### src/hw/gpt_cfg.svh
// register offsets, field positions and reset values for the timer set
`ifndef GPT_CFG_SVH
`define GPT_CFG_SVH
`define GPT_ADDR_W 6
// control registers: standalone, then lower/upper per pair
`define GPT_OFF_CON0 6'h00
`define GPT_OFF_CON1 6'h04
`define GPT_OFF_CON2 6'h08
`define GPT_OFF_CON3 6'h0c
`define GPT_OFF_CON4 6'h10
// count registers
`define GPT_OFF_CNT0 6'h14
`define GPT_OFF_CNT1 6'h18
`define GPT_OFF_CNT2 6'h1c
`define GPT_OFF_CNT3 6'h20
`define GPT_OFF_CNT4 6'h24
// period registers
`define GPT_OFF_PER0 6'h28
`define GPT_OFF_PER1 6'h2c
`define GPT_OFF_PER2 6'h30
`define GPT_OFF_PER3 6'h34
`define GPT_OFF_PER4 6'h38
// sticky event flags, write one to clear
`define GPT_OFF_FLAG 6'h3c
// control bit positions
`define GPT_BIT_RUN 15
`define GPT_BIT_IDLE 13
`define GPT_BIT_GATE 6
`define GPT_BIT_PS_HI 5
`define GPT_BIT_PS_LO 4
`define GPT_BIT_JOIN 3
`define GPT_BIT_SYNC 2
`define GPT_BIT_CS 1
// implemented bits per control register
`define GPT_MASK_STANDALONE 16'ha076
`define GPT_MASK_LOWER 16'ha07a
`define GPT_MASK_UPPER 16'ha072
`define GPT_CON_RESET 16'h0000
`define GPT_PER_RESET 16'hffff
`endif

### src/hw/gpt_pkg.sv
// types shared by the timer set
package gpt_pkg;
  typedef struct packed {
    logic [15:0] con;
    logic [15:0] cnt;
    logic [15:0] per;
    logic [7:0] pre;
    logic gate_d;
  } gpt_timer_t;

  typedef enum logic [1:0] {
    GPT_BUS_IDLE = 2'b00,
    GPT_BUS_ACK = 2'b01
  } gpt_bus_st_t;

  typedef struct packed {
    gpt_timer_t [4:0] tmr;
    logic [2:0] ext_sync1;
    logic [2:0] ext_sync2;
    logic [2:0] ext_d;
    logic [4:0] flag;
    logic [31:0] rdata;
    gpt_bus_st_t bus_st;
  } gpt_state_t;
endpackage

### src/hw/gpt_timer_set.sv
// five 16-bit timers: one standalone plus two joinable pairs
// What this block does
// standalone timer: internal timer, synchronous counter, asynchronous external counter
// standalone flag on period match or on gate falling edge when gating
// software loads the standalone period before trusting match events
// sync bit picks synchronised or raw external clock; ignored on internal clock
// bit 15 run bit starts and stops each timer
// bits 5-4 prescale by 1, 8, 64 or 256
// bit 1 selects external pin rising edge, else internal peripheral clock
// bit 6 gate accumulation works only with internal clock
// bit 13 halts timer while cpu idle
// writing control while running resets the prescale counter
// unimplemented control bits read zero
// lower bit 3 joins pair into one 32-bit timer
// in joined mode upper control bits have no effect
// joined match raises the upper timer flag only
// joined count: upper holds high word, lower low word
// joined period: upper period high word, lower period low word
// pair timers run only synchronous, never asynchronous counting
// converter trigger only from first pair joined, or its upper timer
// on match count restarts at zero on next count clock
// gated accumulation counts only while gate is high
`timescale 1ns/1ps
`include "gpt_cfg.svh"

module gpt_timer_set
  import gpt_pkg::*;
(
  input wire logic clk_sys,
  input wire logic rst,
  input wire logic cpu_idle,
  input wire logic [2:0] ext_clock_pin,
  input wire logic [`GPT_ADDR_W-1:0] avs_address,
  input wire logic avs_read,
  input wire logic avs_write,
  input wire logic [31:0] avs_writedata,
  input wire logic [3:0] avs_byteenable,
  output logic [31:0] avs_readdata,
  output logic avs_waitrequest,
  output logic [4:0] event_flags,
  output logic conv_trigger
);

  gpt_state_t s_reg;
  gpt_state_t s_next;

  // mask of implemented bits for control register index i
  function automatic logic [15:0] con_mask(input int i);
    if (i == 0)
      con_mask = `GPT_MASK_STANDALONE;
    else if (i == 1 || i == 3)
      con_mask = `GPT_MASK_LOWER;
    else
      con_mask = `GPT_MASK_UPPER;
  endfunction

  // prescale terminal count for the 2-bit field
  function automatic logic [7:0] pre_top(input logic [1:0] ps);
    case (ps)
      2'b00: pre_top = 8'h00;
      2'b01: pre_top = 8'h07;
      2'b10: pre_top = 8'h3f;
      default: pre_top = 8'hff;
    endcase
  endfunction

  // external clock for timer i: pin 0 standalone, 1 first pair, 2 second pair
  function automatic int pin_of(input int i);
    if (i == 0)
      pin_of = 0;
    else if (i < 3)
      pin_of = 1;
    else
      pin_of = 2;
  endfunction

  logic bus_hit;
  logic wr_fire;
  logic rd_fire;
  assign bus_hit = (avs_read || avs_write) && (s_reg.bus_st == GPT_BUS_IDLE);
  // writes land at the answering edge, the one where the master sees waitrequest low
  assign wr_fire = avs_write && (s_reg.bus_st == GPT_BUS_ACK);
  assign rd_fire = avs_read && bus_hit;

  // one wait state: request taken in idle, answered in ack
  assign avs_waitrequest = (avs_read || avs_write) && (s_reg.bus_st != GPT_BUS_ACK);
  assign avs_readdata = s_reg.rdata;
  assign event_flags = s_reg.flag;

  // trigger pulses when the first pair upper flag position fires
  logic [4:0] match_ev;
  assign conv_trigger = match_ev[2];

  // per timer combinational terms
  logic [4:0] running;
  logic [4:0] tick_src;
  logic [4:0] pre_wrap;
  logic [4:0] gate_fall;
  logic join_a;
  logic join_b;
  assign join_a = s_reg.tmr[1].con[`GPT_BIT_JOIN];
  assign join_b = s_reg.tmr[3].con[`GPT_BIT_JOIN];

  genvar g;
  generate
    for (g = 0; g < 5; g++)
    begin : g_tmr
      // governing control: the lower timer owns the pair when joined
      logic [15:0] gc;
      logic is_slave;
      logic ext_edge;
      logic gate_lvl;
      assign is_slave = (g == 2 && join_a) || (g == 4 && join_b);
      assign gc = is_slave ? s_reg.tmr[g-1].con : s_reg.tmr[g].con;
      // pair timers always take the synchronised edge; standalone may use the raw one
      assign ext_edge = (g == 0 && !gc[`GPT_BIT_SYNC]) ?
        (s_reg.ext_sync1[0] && !s_reg.ext_d[0]) :
        (s_reg.ext_sync2[pin_of(g)] && !s_reg.ext_d[pin_of(g)]);
      assign gate_lvl = s_reg.ext_sync2[pin_of(g)];
      assign running[g] = gc[`GPT_BIT_RUN] && !(gc[`GPT_BIT_IDLE] && cpu_idle);
      assign tick_src[g] = gc[`GPT_BIT_CS] ? ext_edge :
        (gc[`GPT_BIT_GATE] ? gate_lvl : 1'b1);
      // at or past the top: a stale count left from a larger ratio must not lose ticks
      assign pre_wrap[g] = running[g] && tick_src[g] && (s_reg.tmr[g].pre >= pre_top(gc[5:4]));
      assign gate_fall[g] = running[g] && !gc[`GPT_BIT_CS] && gc[`GPT_BIT_GATE]
        && s_reg.tmr[g].gate_d && !gate_lvl;
    end
  endgenerate

  // next-state logic for timers, bus and flags
  always_comb
  begin
    logic [31:0] cnt32;
    logic [31:0] per32;
    logic [15:0] wd;
    int k;
    s_next = s_reg;
    match_ev = 5'h00;
    cnt32 = 32'h0;
    per32 = 32'h0;
    wd = avs_writedata[15:0];
    k = 0;
    // synchronisers: first stage feeds the second, and the standalone raw edge when sync is clear
    s_next.ext_sync1 = ext_clock_pin;
    s_next.ext_sync2 = s_reg.ext_sync1;
    s_next.ext_d = s_reg.ext_sync2;
    s_next.ext_d[0] = s_reg.tmr[0].con[`GPT_BIT_SYNC] ? s_reg.ext_sync2[0] : s_reg.ext_sync1[0];
    // prescalers and 16-bit counting
    for (int i = 0; i < 5; i++)
    begin
      s_next.tmr[i].gate_d = s_reg.ext_sync2[pin_of(i)];
      if (running[i] && tick_src[i])
        s_next.tmr[i].pre = pre_wrap[i] ? 8'h00 : s_reg.tmr[i].pre + 8'h01;
      if (!((i == 2 && join_a) || (i == 4 && join_b) || (i == 1 && join_a) || (i == 3 && join_b)))
      begin
        if (pre_wrap[i])
        begin
          if (s_reg.tmr[i].cnt == s_reg.tmr[i].per)
          begin
            s_next.tmr[i].cnt = 16'h0000;
            match_ev[i] = 1'b1;
          end
          else
            s_next.tmr[i].cnt = s_reg.tmr[i].cnt + 16'h0001;
        end
        if (gate_fall[i])
          match_ev[i] = 1'b1;
      end
    end
    // joined pairs count as one 32-bit value
    for (int p = 1; p < 5; p += 2)
    begin
      if ((p == 1 && join_a) || (p == 3 && join_b))
      begin
        cnt32 = {s_reg.tmr[p+1].cnt, s_reg.tmr[p].cnt};
        per32 = {s_reg.tmr[p+1].per, s_reg.tmr[p].per};
        if (pre_wrap[p])
        begin
          if (cnt32 == per32)
          begin
            cnt32 = 32'h0;
            match_ev[p+1] = 1'b1;
          end
          else
            cnt32 = cnt32 + 32'h1;
        end
        if (gate_fall[p])
          match_ev[p+1] = 1'b1;
        s_next.tmr[p].cnt = cnt32[15:0];
        s_next.tmr[p+1].cnt = cnt32[31:16];
      end
    end
    // when the first pair is joined its lower timer raises no event
    if (join_a)
      match_ev[1] = 1'b0;
    // bus access: one wait state, then answer
    s_next.bus_st = GPT_BUS_IDLE;
    if (bus_hit)
      s_next.bus_st = GPT_BUS_ACK;
    if (wr_fire && avs_byteenable[0] && avs_byteenable[1])
    begin
      for (int i = 0; i < 5; i++)
      begin
        if (avs_address == `GPT_OFF_CON0 + 6'(4*i))
        begin
          s_next.tmr[i].con = wd & con_mask(i);
          if (s_reg.tmr[i].con[`GPT_BIT_RUN])
            s_next.tmr[i].pre = 8'h00;
        end
        if (avs_address == `GPT_OFF_CNT0 + 6'(4*i))
          s_next.tmr[i].cnt = wd;
        if (avs_address == `GPT_OFF_PER0 + 6'(4*i))
          s_next.tmr[i].per = wd;
      end
    end
    // sticky flags: hardware set beats software clear
    if (wr_fire && avs_address == `GPT_OFF_FLAG && avs_byteenable[0])
      s_next.flag = s_reg.flag & ~avs_writedata[4:0];
    s_next.flag = s_next.flag | match_ev;
    // read mux; unmapped offsets read zero
    if (rd_fire)
    begin
      s_next.rdata = 32'h0;
      for (int i = 0; i < 5; i++)
      begin
        if (avs_address == `GPT_OFF_CON0 + 6'(4*i))
          s_next.rdata[15:0] = s_reg.tmr[i].con;
        if (avs_address == `GPT_OFF_CNT0 + 6'(4*i))
          s_next.rdata[15:0] = s_reg.tmr[i].cnt;
        if (avs_address == `GPT_OFF_PER0 + 6'(4*i))
          s_next.rdata[15:0] = s_reg.tmr[i].per;
      end
      if (avs_address == `GPT_OFF_FLAG)
        s_next.rdata[4:0] = s_reg.flag;
    end
  end

  // state register
  always_ff @(posedge clk_sys or posedge rst)
  begin
    if (rst)
    begin
      s_reg <= '0;
      for (int i = 0; i < 5; i++)
        s_reg.tmr[i].per <= `GPT_PER_RESET;
    end
    else
      s_reg <= s_next;
  end

endmodule

### config.mk
export PLATFORM = sky130hd
export DESIGN_NAME = gpt_timer_set
export DESIGN_NICKNAME = d
export VERILOG_FILES = /design/src/hw/gpt_pkg.sv /design/src/hw/gpt_timer_set.sv
export VERILOG_INCLUDE_DIRS = /design/src /design/src/hw
export SDC_FILE = /design/constraint.sdc
export NUM_CORES = 1
export LEC_CHECK = 0
export BUFFER_PORTS_ARGS = -buffer_cell sky130_fd_sc_hd__buf_4
export CORE_MARGIN = 2
export CORE_UTILIZATION = 59
export CTS_BUF_LIST = sky130_fd_sc_hd__clkbuf_8
export DETAILED_ROUTE_END_ITERATION = 7
export PLACE_DENSITY = 0.79
export SYNTH_ARGS = -nofsm -noshare
export SYNTH_HDL_FRONTEND = slang
export SYNTH_SLANG_ARGS = --single-unit
### constraint.sdc
create_clock -name clk_sys -period 11.4 [get_ports clk_sys]
set_clock_uncertainty 0.15 [all_clocks]
set_input_delay 1.14 -clock clk_sys [delete_from_list [all_inputs] [get_ports clk_sys]]
set_output_delay 1.14 -clock clk_sys [all_outputs]
set_load 0.01 [all_outputs]
==> run summary <==
Outcome = finished, violations left
Violations in the final reports = DRC
Maximum number of pins on one net before global-route repair = 142
Final routed DRC violation total = 2
Total wirelength of the detailed-routed design = 53.3 mm
Number of hold violations in the final report = 0
CTS tree = done
VDD IR-drop max = 0.0654 mV
Util after Layout = 0.646
Layout Nets = 1934
Synthesized area = 0.0171 mm2
Total number of vias = 15300
Hold bufs inserted after CTS = 0
Buffer levels on the longest clock path = 3
Syn avg cell area = 9.22 um2
Via/cell ratio = 6.80
Number of I/O port buffers = 54
Number of distinct library cells after synthesis = 83
Clock group share of total power = 0.393
Fin crit period = 5.41 ns
Share of the yosys chip area belonging to registers = 0.393
Detailed placement HPWL = 36.4 mm
Max-slew headroom = 0.190
Unrepaired setup endpoints after global routing = no
First-pass GRT wire length = 82.6 mm
Int Pwr = 1.66 mW
Post-cts repair resize count = 0
Number of buffers created by CTS = 46
Total negative slack for setup checks = 0 ns
Type of the worst min-delay path = register to register
Io pins = 89
Kind of launch point of the worst setup path = register
Fin worst setup slack = 5.99 ns
Area overhead of the layout relative to synthesis = 8.01%
GRT Resource Usage Total = 0.347
Global route overflow = 0
Clock sink count = 265
Max FFs per register = 217
Share of post-route cells with drive strength above 1 = 0.200
Number of antenna violations at the first check in global routing = 1
Post-CTS Repair Setup Buffers = 0
Max Fanout on Critical Path = 9
Critical Setup Path Class = register to primary output
Pin slew with the least headroom to its limit = 1.21 ns
Flop and latch count out of synthesis = 265
Number of core rows = 62
Max Cap Violations = 0
Yosys warnings = 0
Cell count after synthesis = 1857
Vert. Die Dim = 174 um
Asr flop ratio synth = 1.00
Data arrival time of the critical path = 4.12 ns
Placement-stage worst setup slack = 6.55 ns
Count of flip-flops with a built-in enable after synthesis = 0
Vias in the first global route = 14500
Standard cell core area = 0.0286 mm2
Number of optimization iterations in the first detailed-route pass = 8
Logic pwr share = 0.142
Clock-pin slew on the worst setup and hold paths = 0.06 ns
# diodes = 0
Power per unit of standard cell area = 128 mW/mm2
Final setup vio count = 0
Clock tree root buffer cell = clkbuf_8
Count of H-tree levels built during CTS = 2
Worst Setup End Kind = primary output
Pins over their slew limit = 0
Upper clock frequency limit = 185 MHz
ANT nets after route = 0
Switching share of power = 0.299
Dominant synthesized flop cell = dfrtp_1
Switching pwr = 0.709 mW
Clock latency reported for the late side of the worst-skew pair = 0.58 ns
Weighted congestion reported at the end of routability-driven placement = 1.01
Initial Utilization = 0.598
Sequential share of power = 0.465
Leakage dissipation = 8.22 nW
Average routed wire per standard cell = 23.6 um
Drt first-iter violations = 1975
Post-route fraction of the period consumed by the critical path = 0.475
Floorplan die area = 0.0304 mm2
Die boundary width = 174 um
Data required time at the worst endpoint = 10.11 ns
synth_stat cells (all sizes together) (9+ instances only):
library cell    n  area (um2)
a211oi         13        97.6
nand3          73         370
or3            14        92.6
xnor2          46         403
xor2          101         885
nor3b           9        72.6
o21ai         125         626
nor2          149         564
a31oi          38         238
a221o          16         160
or2            11        68.8
a22oi          49         368
o211ai         12        90.1
nand4          46         288
nand3b         11        82.6
ha             50         626
nor2b          22         138
clkbuf        100         377
mux2i          10         100
o21a           10        82.6
nor4           25         181
dfrtp         185        4630
nor3           27         170
nand2         181         689
a21oi          67         335
nand2b         15        93.8
mux2          114        1280
and3           39         249
o221ai         11        96.3
dfstp          80        2100
buf            63         403
a221oi         21         184
a22o           12         105
inv            29         109
layer usage:
metal | vias to the layer above | track usage | wire, um
li1 | 6686 | - | -
met1 | 7443 | 0.470 | 20700
met2 | 961 | 0.515 | 22900
met3 | 241 | 0.0822 | 6150
met4 | 2 | 0.191 | 3570
met5 | - | 0 | 12
cell families (layout without fill, tap and decap cells):
logic type	Yosys count	in the layout	share of synthesized area
XOR/XNOR	147	147	0.0752
buffers and inverters	192	192	0.0519
AO/OA/AOI/OAI	430	430	0.168
AND/OR/NAND/NOR	648	648	0.194
adder cells (fa/ha/maj)	50	50	0.0366
other	1	16	0.000219
flip-flops	265	265	0.393
multiplexers	124	124	0.0809
area by class of cell:
| class | count | area (um2) |
|---|---|---|
| inverters | 29 | 116 |
| well taps | 384 | 480 |
| multi-input cells | 1415 | 9570 |
| repair buffers | 77 | 591 |
| fillers | 2293 | 10100 |
| clock buffers | 64 | 881 |
| clock inverters | 22 | 118 |
| flip-flops and latches | 265 | 6730 |
placed cells by master (no fill, tap or decap), types with 8 or more instances in the layout:
cell type / instances
mux2i_1: 10
conb_1: 16
a221oi_1: 21
clkbuf_8: 64
mux2_1: 13
a22oi_1: 49
xor2_1: 101
o21a_1: 9
dfrtp_1: 185
ha_1: 50
nor4_1: 20
nor2_1: 147
buf_4: 76
nand4_1: 46
or3_1: 13
a221o_1: 16
nor2b_1: 22
dfstp_2: 80
o221ai_1: 11
a21oi_1: 67
nand2_1: 179
and3_1: 38
a211oi_1: 13
inv_1: 41
nor3b_1: 8
nor3_2: 9
o21ai_1: 44
nand3b_1: 11
a22o_1: 12
xnor2_1: 46
nand3_1: 72
a31oi_1: 38
nor3_1: 18
nand2b_1: 15
and4_1: 8
o211ai_1: 12
or2_2: 9
o21ai_0: 81
mux2_2: 101
worst max-delay path, stage by stage, from the launching register on:
cell	delay, ns
dfrtp_1	0.58
mux2_2	0.41
or2_2	0.32
ha_1	0.28
nor2b_1	0.04
o21ai_0	0.20
a21oi_1	0.26
o41ai_2	0.65
a21oi_1	0.08
nor2_1	0.48
buf_4	0.22
path summary, 6_finish.rpt:
check / startpoint / to / slack (ns) / depth (start not counted)
hold reg to reg: s_next[44] / g_tmr[3].gate_lvl / 0.20 / 0
setup / recovery: g_tmr[1].gc[3] / conv_trigger / 5.99 / 10
min in group asynchronous: rst / s_reg[53] / 0.56 / 2
max in group asynchronous: rst / s_reg[281] / 9.22 / 3
hold / removal: s_next[44] / g_tmr[3].gate_lvl / 0.20 / 0
setup reg to reg: g_tmr[3].gc[3] / s_reg[308] / 7.38 / 12
metrics by stage:
step	cell area [um2]	hold slack, ns	cells	power [mW]
3_3_place_gp	17500	0.182	2170	1.43
4_1_cts	18500	0.199	2256	2.37
2_1_floorplan	17200	0.181	1872	1.32
6_report	18500	0.199	2256	2.37
5_1_grt	18500	0.213	2256	2.46
3_5_place_dp	17500	0.185	2170	1.44
power by group through the flow:
stage	Combinational [mW]	Clock, mW	Sequential (mW)
2_1_floorplan	0.267	0	1.06
3_3_place_gp	0.320	0	1.11
3_5_place_dp	0.330	0	1.11
4_1_cts	0.331	0.939	1.10
5_1_grt	0.369	0.980	1.11
6_report	0.337	0.930	1.10
(Power assumes the default switching activity.)
